$ cat config.mk
export PLATFORM = sky130hd
export DESIGN_NAME = power_control_register
export DESIGN_NICKNAME = d
export VERILOG_FILES = /design/src/power_control_pkg.sv /design/src/power_control_register.sv
export SDC_FILE = /design/constraint.sdc
export NUM_CORES = 1
export LEC_CHECK = 0
export BUFFER_PORTS_ARGS = -buffer_cell sky130_fd_sc_hd__buf_2
export CELL_PAD_IN_SITES_DETAIL_PLACEMENT = 2
export CELL_PAD_IN_SITES_GLOBAL_PLACEMENT = 2
export CORE_MARGIN = 8
export CORE_UTILIZATION = 29
export DETAILED_ROUTE_END_ITERATION = 6
export GPL_ROUTABILITY_DRIVEN = 1
export GPL_TIMING_DRIVEN = 0
export PLACE_DENSITY = 0.87
export SKIP_CTS_REPAIR_TIMING = 1
export SLEW_MARGIN = 5
export SYNTH_ARGS = -nofsm -noshare
export SYNTH_HDL_FRONTEND = slang
export SYNTH_SLANG_ARGS = --single-unit
$ cat constraint.sdc
create_clock -name clk_in -period 5.2 [get_ports clk_in]
set_input_delay 1.04 -clock clk_in [delete_from_list [all_inputs] [get_ports clk_in]]
set_output_delay 1.04 -clock clk_in [all_outputs]
set_load 0.05 [all_outputs]
$ cat src/power_control_pkg.sv
// constants for the power control register block
package power_control_pkg;
	// register indices; byte address is four times the index
	localparam logic [11:0] power_control_idx = 12'h087;
	localparam logic [11:0] event_status_idx = 12'h088;
	localparam logic [11:0] event_mask_idx = 12'h089;
	localparam logic [11:0] block_state_idx = 12'h08a;
	localparam logic [11:0] power_control_addr = 12'h21c;
	localparam logic [11:0] event_status_addr = 12'h220;
	localparam logic [11:0] event_mask_addr = 12'h224;
	localparam logic [11:0] block_state_addr = 12'h228;
	// power_control field positions
	localparam int baud_double_bit = 7;
	localparam int frame_error_bit = 6;
	localparam int brownout_pd_bit = 5;
	localparam int brownout_irq_bit = 4;
	localparam int user_flag_one_bit = 3;
	localparam int user_flag_zero_bit = 2;
	localparam logic [7:0] power_control_reset = 8'h00;
	// power reduction field codes
	localparam logic [1:0] pmode_normal = 2'h0;
	localparam logic [1:0] pmode_idle = 2'h1;
	localparam logic [1:0] pmode_down = 2'h2;
	localparam logic [1:0] pmode_total = 2'h3;
	// event bits
	localparam int ev_brownout = 0;
	localparam int ev_abort = 1;
	localparam int ev_wake = 2;
	localparam int ev_width = 3;
	// oscillator settle times, in cpu clocks
	localparam int settle_crystal_clocks = 1024;
	localparam int settle_other_clocks = 256;
	localparam logic [10:0] settle_crystal_cycles = 11'(settle_crystal_clocks);
	localparam logic [10:0] settle_other_cycles = 11'(settle_other_clocks);
	typedef enum logic [1:0] {
		st_normal = 2'b00,
		st_idle = 2'b01,
		st_down = 2'b10,
		st_settle = 2'b11
	} power_state_t;
endpackage

$ cat src/power_control_register.sv
// power control register with apb access, power mode sequencer and brownout routing
//
// The APB interface to the registers was left to the implementer.
`timescale 1ns/1ps
`default_nettype none
module power_control_register
	import power_control_pkg::*;
(
	input wire logic clk_in, // cpu clock, 10 MHz
	input wire logic rst_n_in, // synchronous reset, active low
	input wire logic psel_in, // apb select
	input wire logic penable_in, // apb access phase
	input wire logic pwrite_in, // apb direction
	input wire logic [11:0] paddr_in, // apb byte address
	input wire logic [31:0] pwdata_in, // apb write data
	output logic [31:0] prdata_out, // apb read data
	output logic pready_out, // apb ready
	output logic pslverr_out, // apb error on unmapped address
	input wire logic timer1_overflow_in, // timer 1 overflow pulse
	output logic baud_tick_out, // baud source pulse to the serial port
	input wire logic serial_mode_bit_zero_in, // serial mode bit value
	input wire logic framing_error_flag_in, // serial framing error flag
	output logic serial_bit7_out, // what serial control bit 7 reads
	output logic frame_error_select_out, // selects receive flag location
	input wire logic brownout_in, // brownout detector level, asynchronous
	output logic brownout_enable_out, // brownout detector powered
	output logic brownout_irq_out, // brownout interrupt pulse
	output logic brownout_reset_out, // brownout reset request pulse
	input wire logic prog_erase_req_in, // program or erase request pulse
	output logic prog_erase_go_out, // request accepted pulse
	output logic prog_erase_abort_out, // request aborted pulse
	input wire logic wake_irq_in, // any enabled interrupt pending
	input wire logic clk_src_crystal_in, // oscillator is a crystal
	output logic cpu_run_out, // cpu executes
	output logic periph_run_out, // peripheral clocks run
	output logic osc_enable_out, // oscillator enabled
	output logic comparator_enable_out, // voltage comparators allowed
	output logic irq_out // level interrupt
);
	import power_control_pkg::*;

	// ----------------------------------------
	// state
	// ----------------------------------------
	logic [7:0] power_control, next_power_control;
	logic [ev_width-1:0] event_status, next_event_status;
	logic [ev_width-1:0] event_mask, next_event_mask;
	logic [ev_width-1:0] read_taken, next_read_taken;
	power_state_t state, next_state;
	logic total_down, next_total_down;
	logic [10:0] settle_count, next_settle_count;
	logic baud_phase, next_baud_phase;
	logic next_baud_tick;
	logic bo_meta, bo_sync, bo_prev;
	logic next_bo_irq, next_bo_reset, next_go, next_abort;
	logic [31:0] next_prdata;
	logic next_slverr;

	// ----------------------------------------
	// helpers
	// ----------------------------------------
	function automatic logic addr_known(input logic [11:0] a);
		addr_known = (a == power_control_addr) || (a == event_status_addr) ||
			(a == event_mask_addr) || (a == block_state_addr);
	endfunction

	logic setup_phase, wr_access, rd_access;
	logic bo_enabled, bo_event;
	assign setup_phase = psel_in && !penable_in;
	assign wr_access = psel_in && penable_in && pwrite_in;
	assign rd_access = psel_in && penable_in && !pwrite_in;
	// detector off by software or by total power down
	assign bo_enabled = !power_control[brownout_pd_bit] && !(state == st_down && total_down);
	assign bo_event = bo_enabled && bo_sync && !bo_prev;

	// ----------------------------------------
	// next values
	// ----------------------------------------
	always_comb
	begin
		next_power_control = power_control;
		next_event_mask = event_mask;
		next_state = state;
		next_total_down = total_down;
		next_settle_count = settle_count;
		next_baud_phase = baud_phase;
		next_baud_tick = 1'b0;
		next_bo_irq = 1'b0;
		next_bo_reset = 1'b0;
		next_go = 1'b0;
		next_abort = 1'b0;
		next_read_taken = read_taken;
		next_prdata = prdata_out;
		next_slverr = 1'b0;
		// baud source
		if (timer1_overflow_in)
		begin
			next_baud_phase = !baud_phase;
			next_baud_tick = power_control[baud_double_bit] || baud_phase;
		end
		// brownout routing
		if (bo_event)
		begin
			next_bo_irq = power_control[brownout_irq_bit];
			next_bo_reset = !power_control[brownout_irq_bit];
		end
		// flash command gate
		if (prog_erase_req_in)
		begin
			next_go = !power_control[brownout_pd_bit];
			next_abort = power_control[brownout_pd_bit];
		end
		// register writes; user flags are plain storage
		if (wr_access && paddr_in == power_control_addr)
			next_power_control = pwdata_in[7:0];
		if (wr_access && paddr_in == event_mask_addr)
			next_event_mask = pwdata_in[ev_width-1:0];
		// read data captured in setup, so status clears only what was seen
		if (setup_phase)
		begin
			next_slverr = !addr_known(paddr_in);
			next_read_taken = '0;
			case (paddr_in)
				power_control_addr: next_prdata = {24'h000000, power_control};
				event_status_addr:
				begin
					next_prdata = {29'h00000000, event_status};
					next_read_taken = pwrite_in ? '0 : event_status;
				end
				event_mask_addr: next_prdata = {29'h00000000, event_mask};
				block_state_addr: next_prdata = {20'h00000, settle_count[9:0], state};
				default: next_prdata = 32'h00000000;
			endcase
		end
		else if (penable_in)
			next_slverr = pslverr_out;
		// power mode sequencer
		case (state)
			st_normal:
			begin
				// a write of 00 stays here
				if (wr_access && paddr_in == power_control_addr)
				begin
					if (pwdata_in[1:0] == pmode_idle)
						next_state = st_idle;
					else if (pwdata_in[1:0] == pmode_down || pwdata_in[1:0] == pmode_total)
					begin
						next_state = st_down;
						next_total_down = pwdata_in[1:0] == pmode_total;
					end
				end
			end
			st_idle:
			begin
				if (wake_irq_in)
				begin
					next_state = st_normal;
					next_power_control[1:0] = pmode_normal;
				end
			end
			st_down:
			begin
				// brownout is not a wake source in total power down
				if (wake_irq_in || (bo_event && power_control[brownout_irq_bit]))
				begin
					next_state = st_settle;
					next_settle_count = clk_src_crystal_in ?
						settle_crystal_cycles : settle_other_cycles;
				end
			end
			st_settle:
			begin
				next_settle_count = settle_count - 11'h001;
				if (settle_count == 11'h001)
				begin
					next_state = st_normal;
					next_total_down = 1'b0;
					next_power_control[1:0] = pmode_normal;
				end
			end
			default: next_state = st_normal;
		endcase
	end

	// status: set wins over a read clear
	always_comb
	begin
		next_event_status = event_status;
		if (rd_access && paddr_in == event_status_addr)
			next_event_status = event_status & ~read_taken;
		next_event_status[ev_brownout] = next_event_status[ev_brownout] | bo_event;
		next_event_status[ev_abort] = next_event_status[ev_abort] |
			(prog_erase_req_in && power_control[brownout_pd_bit]);
		next_event_status[ev_wake] = next_event_status[ev_wake] |
			(state == st_settle && settle_count == 11'h001);
	end

	// ----------------------------------------
	// registers
	// ----------------------------------------
	always_ff @(posedge clk_in)
	begin
		if (!rst_n_in)
		begin
			power_control <= power_control_reset;
			event_status <= '0;
			event_mask <= '0;
			read_taken <= '0;
			state <= st_normal;
			total_down <= 1'b0;
			settle_count <= 11'h000;
			baud_phase <= 1'b0;
			baud_tick_out <= 1'b0;
			bo_meta <= 1'b0;
			bo_sync <= 1'b0;
			bo_prev <= 1'b0;
			brownout_irq_out <= 1'b0;
			brownout_reset_out <= 1'b0;
			prog_erase_go_out <= 1'b0;
			prog_erase_abort_out <= 1'b0;
			prdata_out <= 32'h00000000;
			pslverr_out <= 1'b0;
		end
		else
		begin
			power_control <= next_power_control;
			event_status <= next_event_status;
			event_mask <= next_event_mask;
			read_taken <= next_read_taken;
			state <= next_state;
			total_down <= next_total_down;
			settle_count <= next_settle_count;
			baud_phase <= next_baud_phase;
			baud_tick_out <= next_baud_tick;
			bo_meta <= brownout_in;
			bo_sync <= bo_meta;
			bo_prev <= bo_sync;
			brownout_irq_out <= next_bo_irq;
			brownout_reset_out <= next_bo_reset;
			prog_erase_go_out <= next_go;
			prog_erase_abort_out <= next_abort;
			prdata_out <= next_prdata;
			pslverr_out <= next_slverr;
		end
	end

	// ----------------------------------------
	// outputs
	// ----------------------------------------
	assign pready_out = 1'b1;
	assign serial_bit7_out = power_control[frame_error_bit] ?
		framing_error_flag_in : serial_mode_bit_zero_in;
	assign frame_error_select_out = power_control[frame_error_bit];
	assign brownout_enable_out = bo_enabled;
	assign cpu_run_out = state == st_normal;
	assign periph_run_out = state == st_normal || state == st_idle;
	assign osc_enable_out = state != st_down;
	assign comparator_enable_out = !(state == st_down && total_down);
	assign irq_out = |(event_status & event_mask);

	// ----------------------------------------
	// checks
	// ----------------------------------------
	a_baud_double: assert property (@(posedge clk_in) disable iff (!rst_n_in)
		timer1_overflow_in && power_control[baud_double_bit] |=> baud_tick_out)
		else $error("doubled baud tick missing");
	a_baud_halved: assert property (@(posedge clk_in) disable iff (!rst_n_in)
		timer1_overflow_in && !power_control[baud_double_bit] && !baud_phase |=> !baud_tick_out)
		else $error("undivided baud tick");
	a_bit7_select: assert property (@(posedge clk_in) disable iff (!rst_n_in)
		serial_bit7_out == (power_control[frame_error_bit] ?
			framing_error_flag_in : serial_mode_bit_zero_in))
		else $error("serial bit 7 wrong source");
	a_brownout_off: assert property (@(posedge clk_in) disable iff (!rst_n_in)
		power_control[brownout_pd_bit] |-> !brownout_enable_out)
		else $error("brownout enabled while powered down");
	a_flash_gate: assert property (@(posedge clk_in) disable iff (!rst_n_in)
		prog_erase_req_in |=> (prog_erase_abort_out == $past(power_control[brownout_pd_bit]))
			&& (prog_erase_go_out != prog_erase_abort_out))
		else $error("flash command gate wrong");
	a_user_flags: assert property (@(posedge clk_in) disable iff (!rst_n_in)
		wr_access && paddr_in == power_control_addr |=>
			power_control[3:2] == $past(pwdata_in[3:2]))
		else $error("user flags not stored");
	a_bo_route: assert property (@(posedge clk_in) disable iff (!rst_n_in)
		bo_event && !power_control[brownout_irq_bit] |=> brownout_reset_out && !brownout_irq_out)
		else $error("brownout routed to wrong target");
	a_idle_exit: assert property (@(posedge clk_in) disable iff (!rst_n_in)
		state == st_idle && wake_irq_in |=> cpu_run_out && power_control[1:0] == pmode_normal)
		else $error("idle not ended by interrupt");
	a_settle_len: assert property (@(posedge clk_in) disable iff (!rst_n_in)
		state == st_down && wake_irq_in && !clk_src_crystal_in |=>
			!cpu_run_out [*8] ##249 cpu_run_out)
		else $error("settle delay not 256 clocks");
	a_total_nobo: assert property (@(posedge clk_in) disable iff (!rst_n_in)
		state == st_down && total_down |-> !brownout_enable_out && !comparator_enable_out)
		else $error("detector alive in total power down");
	c_idle_wake: cover property (@(posedge clk_in) disable iff (!rst_n_in)
		state == st_idle ##1 state == st_normal);
	c_down_wake: cover property (@(posedge clk_in) disable iff (!rst_n_in)
		state == st_settle ##1 state == st_normal);
	c_abort: cover property (@(posedge clk_in) disable iff (!rst_n_in) prog_erase_abort_out);
endmodule
`default_nettype wire

==> out/qor.tcl <==
set qor(status) {completed}
set qor(startpoint_type) {primary input}
set qor(ios) 103
set qor(floorplan.die.height_um) 112
set qor(route.vias.total) 2558
set qor(dr_vias_cell) 5.16
set qor(grt_pass1_wl_um) 15200
set qor(std_cell_rows) 35
set qor(areaGrowthSynthToFinish_pct) 21.8
set qor(synthDominantCellAreaShare_pct) 40.1
set qor(yosys.cell_types.count) 54
set qor(clkTransAtPathRegs_ns) 0.10
set qor(die_x_um) 112
set qor(yosys_warnings) 0
set qor(place_area_um2) 3140
set qor(power_density_nw_per_um2) 233
set qor(setup_slack_ns) 2.43
set qor(timing.critical_path.required_ns) 5.43
set qor(rsz_0062_raised_after_global_routing) {false}
set qor(globalRouteTotalUtil_pct) 15.0
set qor(place_hpwl_um) 7090
set qor(grt_start_max_net_pins) 17
set qor(dpl_worst_slack_ns) 2.21
set qor(path_class) {in2reg}
set qor(final_hold_viol_count) 0
set qor(fillCellCount) 1054
set qor(final_min_period_over_clock_period_pct) 53.2
set qor(cts-buffers-inserted) 5
set qor(portBuffers) 56
set qor(clk_path_buf_depth) 2
set qor(remaining_drc_errors) 0
set qor(mean_instance_size_in_the_synthesized_netlist_um2) 8.76
set qor(postSynth.asyncResetShare_pct) 0
set qor(ys_top_cells_by_area) {dfxtp_1 (40%), buf_4 (6.0%), mux2i_1 (5.7%)}
set qor(gpl.final_weighted_congestion) 0.792
set qor(finalMaxSlewViolations) 0
set qor(p_total_mw) 0.752
set qor(number_of_nets_with_antenna_violations_after_routing) 0
set qor(dieArea_um2) 12400
set qor(fin_setup_tns_ns) 0
set qor(dr.first_iter.drc_count) 97
set qor(power.leakage_nw) 1.46
set qor(finalWorstPathRequiredPeriod_ns) 2.77
set qor(clock_insertion_delay_worst_skew_ns) 0.32
set qor(timing.critical_path.from) {paddr_in[8]}
set qor(regToRegStartpoint) {settle_count[4]}
set qor(final_net_count) 442
set qor(hold_path.class) {reg2reg}
set qor(leading_cell_type_by_number_of_instances_after_synthesis) {dfxtp_1}
set qor(netlist.top_cell.by_area) {dfxtp_1}
set qor(yosys_register_bits) 53
set qor(fin_worst_skew_ns) 0.00740
set qor(post_route_cells_drive_above_1_share_pct) 24.9
set qor(clock-sinks) 53
set qor(globalRoute.totalOverflow) 0
set qor(initial_util_pct) 29.2
set qor(core_area_um2) 9060
set qor(postSynthCellCount) 302
set qor(insertedDiodeCount) 0
set qor(synth_seq_area_share_pct) 40.1
set qor(cp_data_arrival_time_ns) 2.99
set qor(highest_achievable_clock_rate_ghz) 0.362
set qor(cts.root.buffer_cell) {clkbuf_8}
set qor(cts.htree.levels) 2
set qor(final_cell_area_excluding_filler_cells_um2) 3220
set qor(worst_pin_slew_ns) 0.906
set qor(critPathMaxFanout) 8
set qor(antenna_violations_before_repair) 0
set qor(combined_area_of_all_synthesized_cells_um2) 2650
set qor(detailedRoute.firstPassIterationCount) 4
set qor(finalSetupViolations) 0
set qor(min_from) {bo_meta}
set qor(tritoncts) {built}
set qor(synth_top_flop_cell) {dfxtp_1}
set qor(routed_wl_um) 9190
set qor(timing.max_cap.violations) 0
set qor(routed_wirelength_normalized_by_instance_count_um) 18.5
set qor(ir_drop_uv) 101
set qor(grt_pass1_vias) 2940
set qor(synth_top_cells_by_count) {dfxtp_1 (53), nand2_1 (27), buf_4 (21)}
set qor(synth_enable_flop_cells) 0
set qor(critical_path.endpoint_type) {register}
set qor(max_slew_margin_pct) 39.1
[per-stage QoR]
step	hold WS (ns)	cells	util (%)
global placement	0.417	488	34.6
global route	0.467	496	35.6
CTS	0.449	496	35.6
finish	0.445	496	35.6
floorplan	0.411	321	-
detailed placement	0.426	488	34.6
[critical path, cell delays in order]
cell and delay [ns]:
buf_2 0.10, or4b_1 0.55, nor2_1 0.50, nand4_1 0.47, o21ai_0 0.32
[registers in the layout, summed over array words and instances (netlist names), 2 cells and up]
register and count:
prdata_out 12, settle_count 11, power_control 8, event_mask 3, event_status 3, read_taken 3
state 2
[placed cells by master, fill, tap and decap left out, types with 3 or more instances in the layout]
cell type and count:
buf_2 58, dfxtp_1 53, nand2_1 27, buf_4 21, conb_1 21, o21ai_0 16
nor2_1 15, mux2i_1 15, clkbuf_1 13, nand3_1 11, nor2b_1 10, and2_1 9
inv_1 8, a31oi_1 8, a21oi_1 7, a21boi_0 7, nor4_1 6, o21a_1 6
nor3_1 5, a32oi_1 5, clkbuf_8 5, nor3b_1 4, and3_1 4, nand4_1 3
a21o_1 3, a32o_1 3, a221oi_1 3
[layout make-up]
| class | instances | area (um^2) | share of cell area [%] |
|---|---|---|---|
| clock buffers | 5 | 68.8 | 2.14 |
| multi-input cells | 222 | 1400 | 43.3 |
| flip-flops and latches | 53 | 1060 | 32.9 |
| well taps | 111 | 139 | 4.31 |
| repair buffers | 56 | 280 | 8.70 |
| plain buffers | 38 | 231 | 7.18 |
| inverters | 8 | 30.0 | 0.932 |
| clock inverters | 3 | 17.5 | 0.543 |
[layer usage]
layer / GRT usage, % / share of wire, % / up-vias / wire, um
met5: 0 / 0 / - / 0
met4: 6.11 / 2.5 / 0 / 228
met3: 3.68 / 4.8 / 21 / 437
met2: 28.6 / 53 / 66 / 4850
met1: 15.2 / 40 / 1256 / 3680
li1: - / - / 1215 / -
[worst paths after layout]
check                    endpoint  slack [ns]  depth (start not counted)
setup / recovery    prdata_out[5]        2.43                          5
hold reg to reg           bo_sync        0.45                          1
setup reg to reg  event_status[2]        2.93                          5
hold / removal            bo_sync        0.45                          1
[power by group]
| part | internal (mW) | switching (mW) |
|---|---|---|
| registers | 0.409 | 0.00163 |
| clock network | 0.0935 | 0.147 |
| logic | 0.0310 | 0.0695 |
[cells by family (layout without fill, tap and decap cells)]
group                    after synthesis  count (layout)  synth area share [%]
AO/OA/AOI/OAI                         73              73                  19.6
XOR/XNOR                               1               1                 0.331
adder cells (fa/ha/maj)                2               2                 0.945
buffers and inverters                 46             110                  9.88
flip-flops                            53              53                  40.1
multiplexers                          16              16                  6.10
other                                  2              21                 0.284
AND/OR/NAND/NOR                      109             109                  22.7
(Power assumes the default switching activity.)
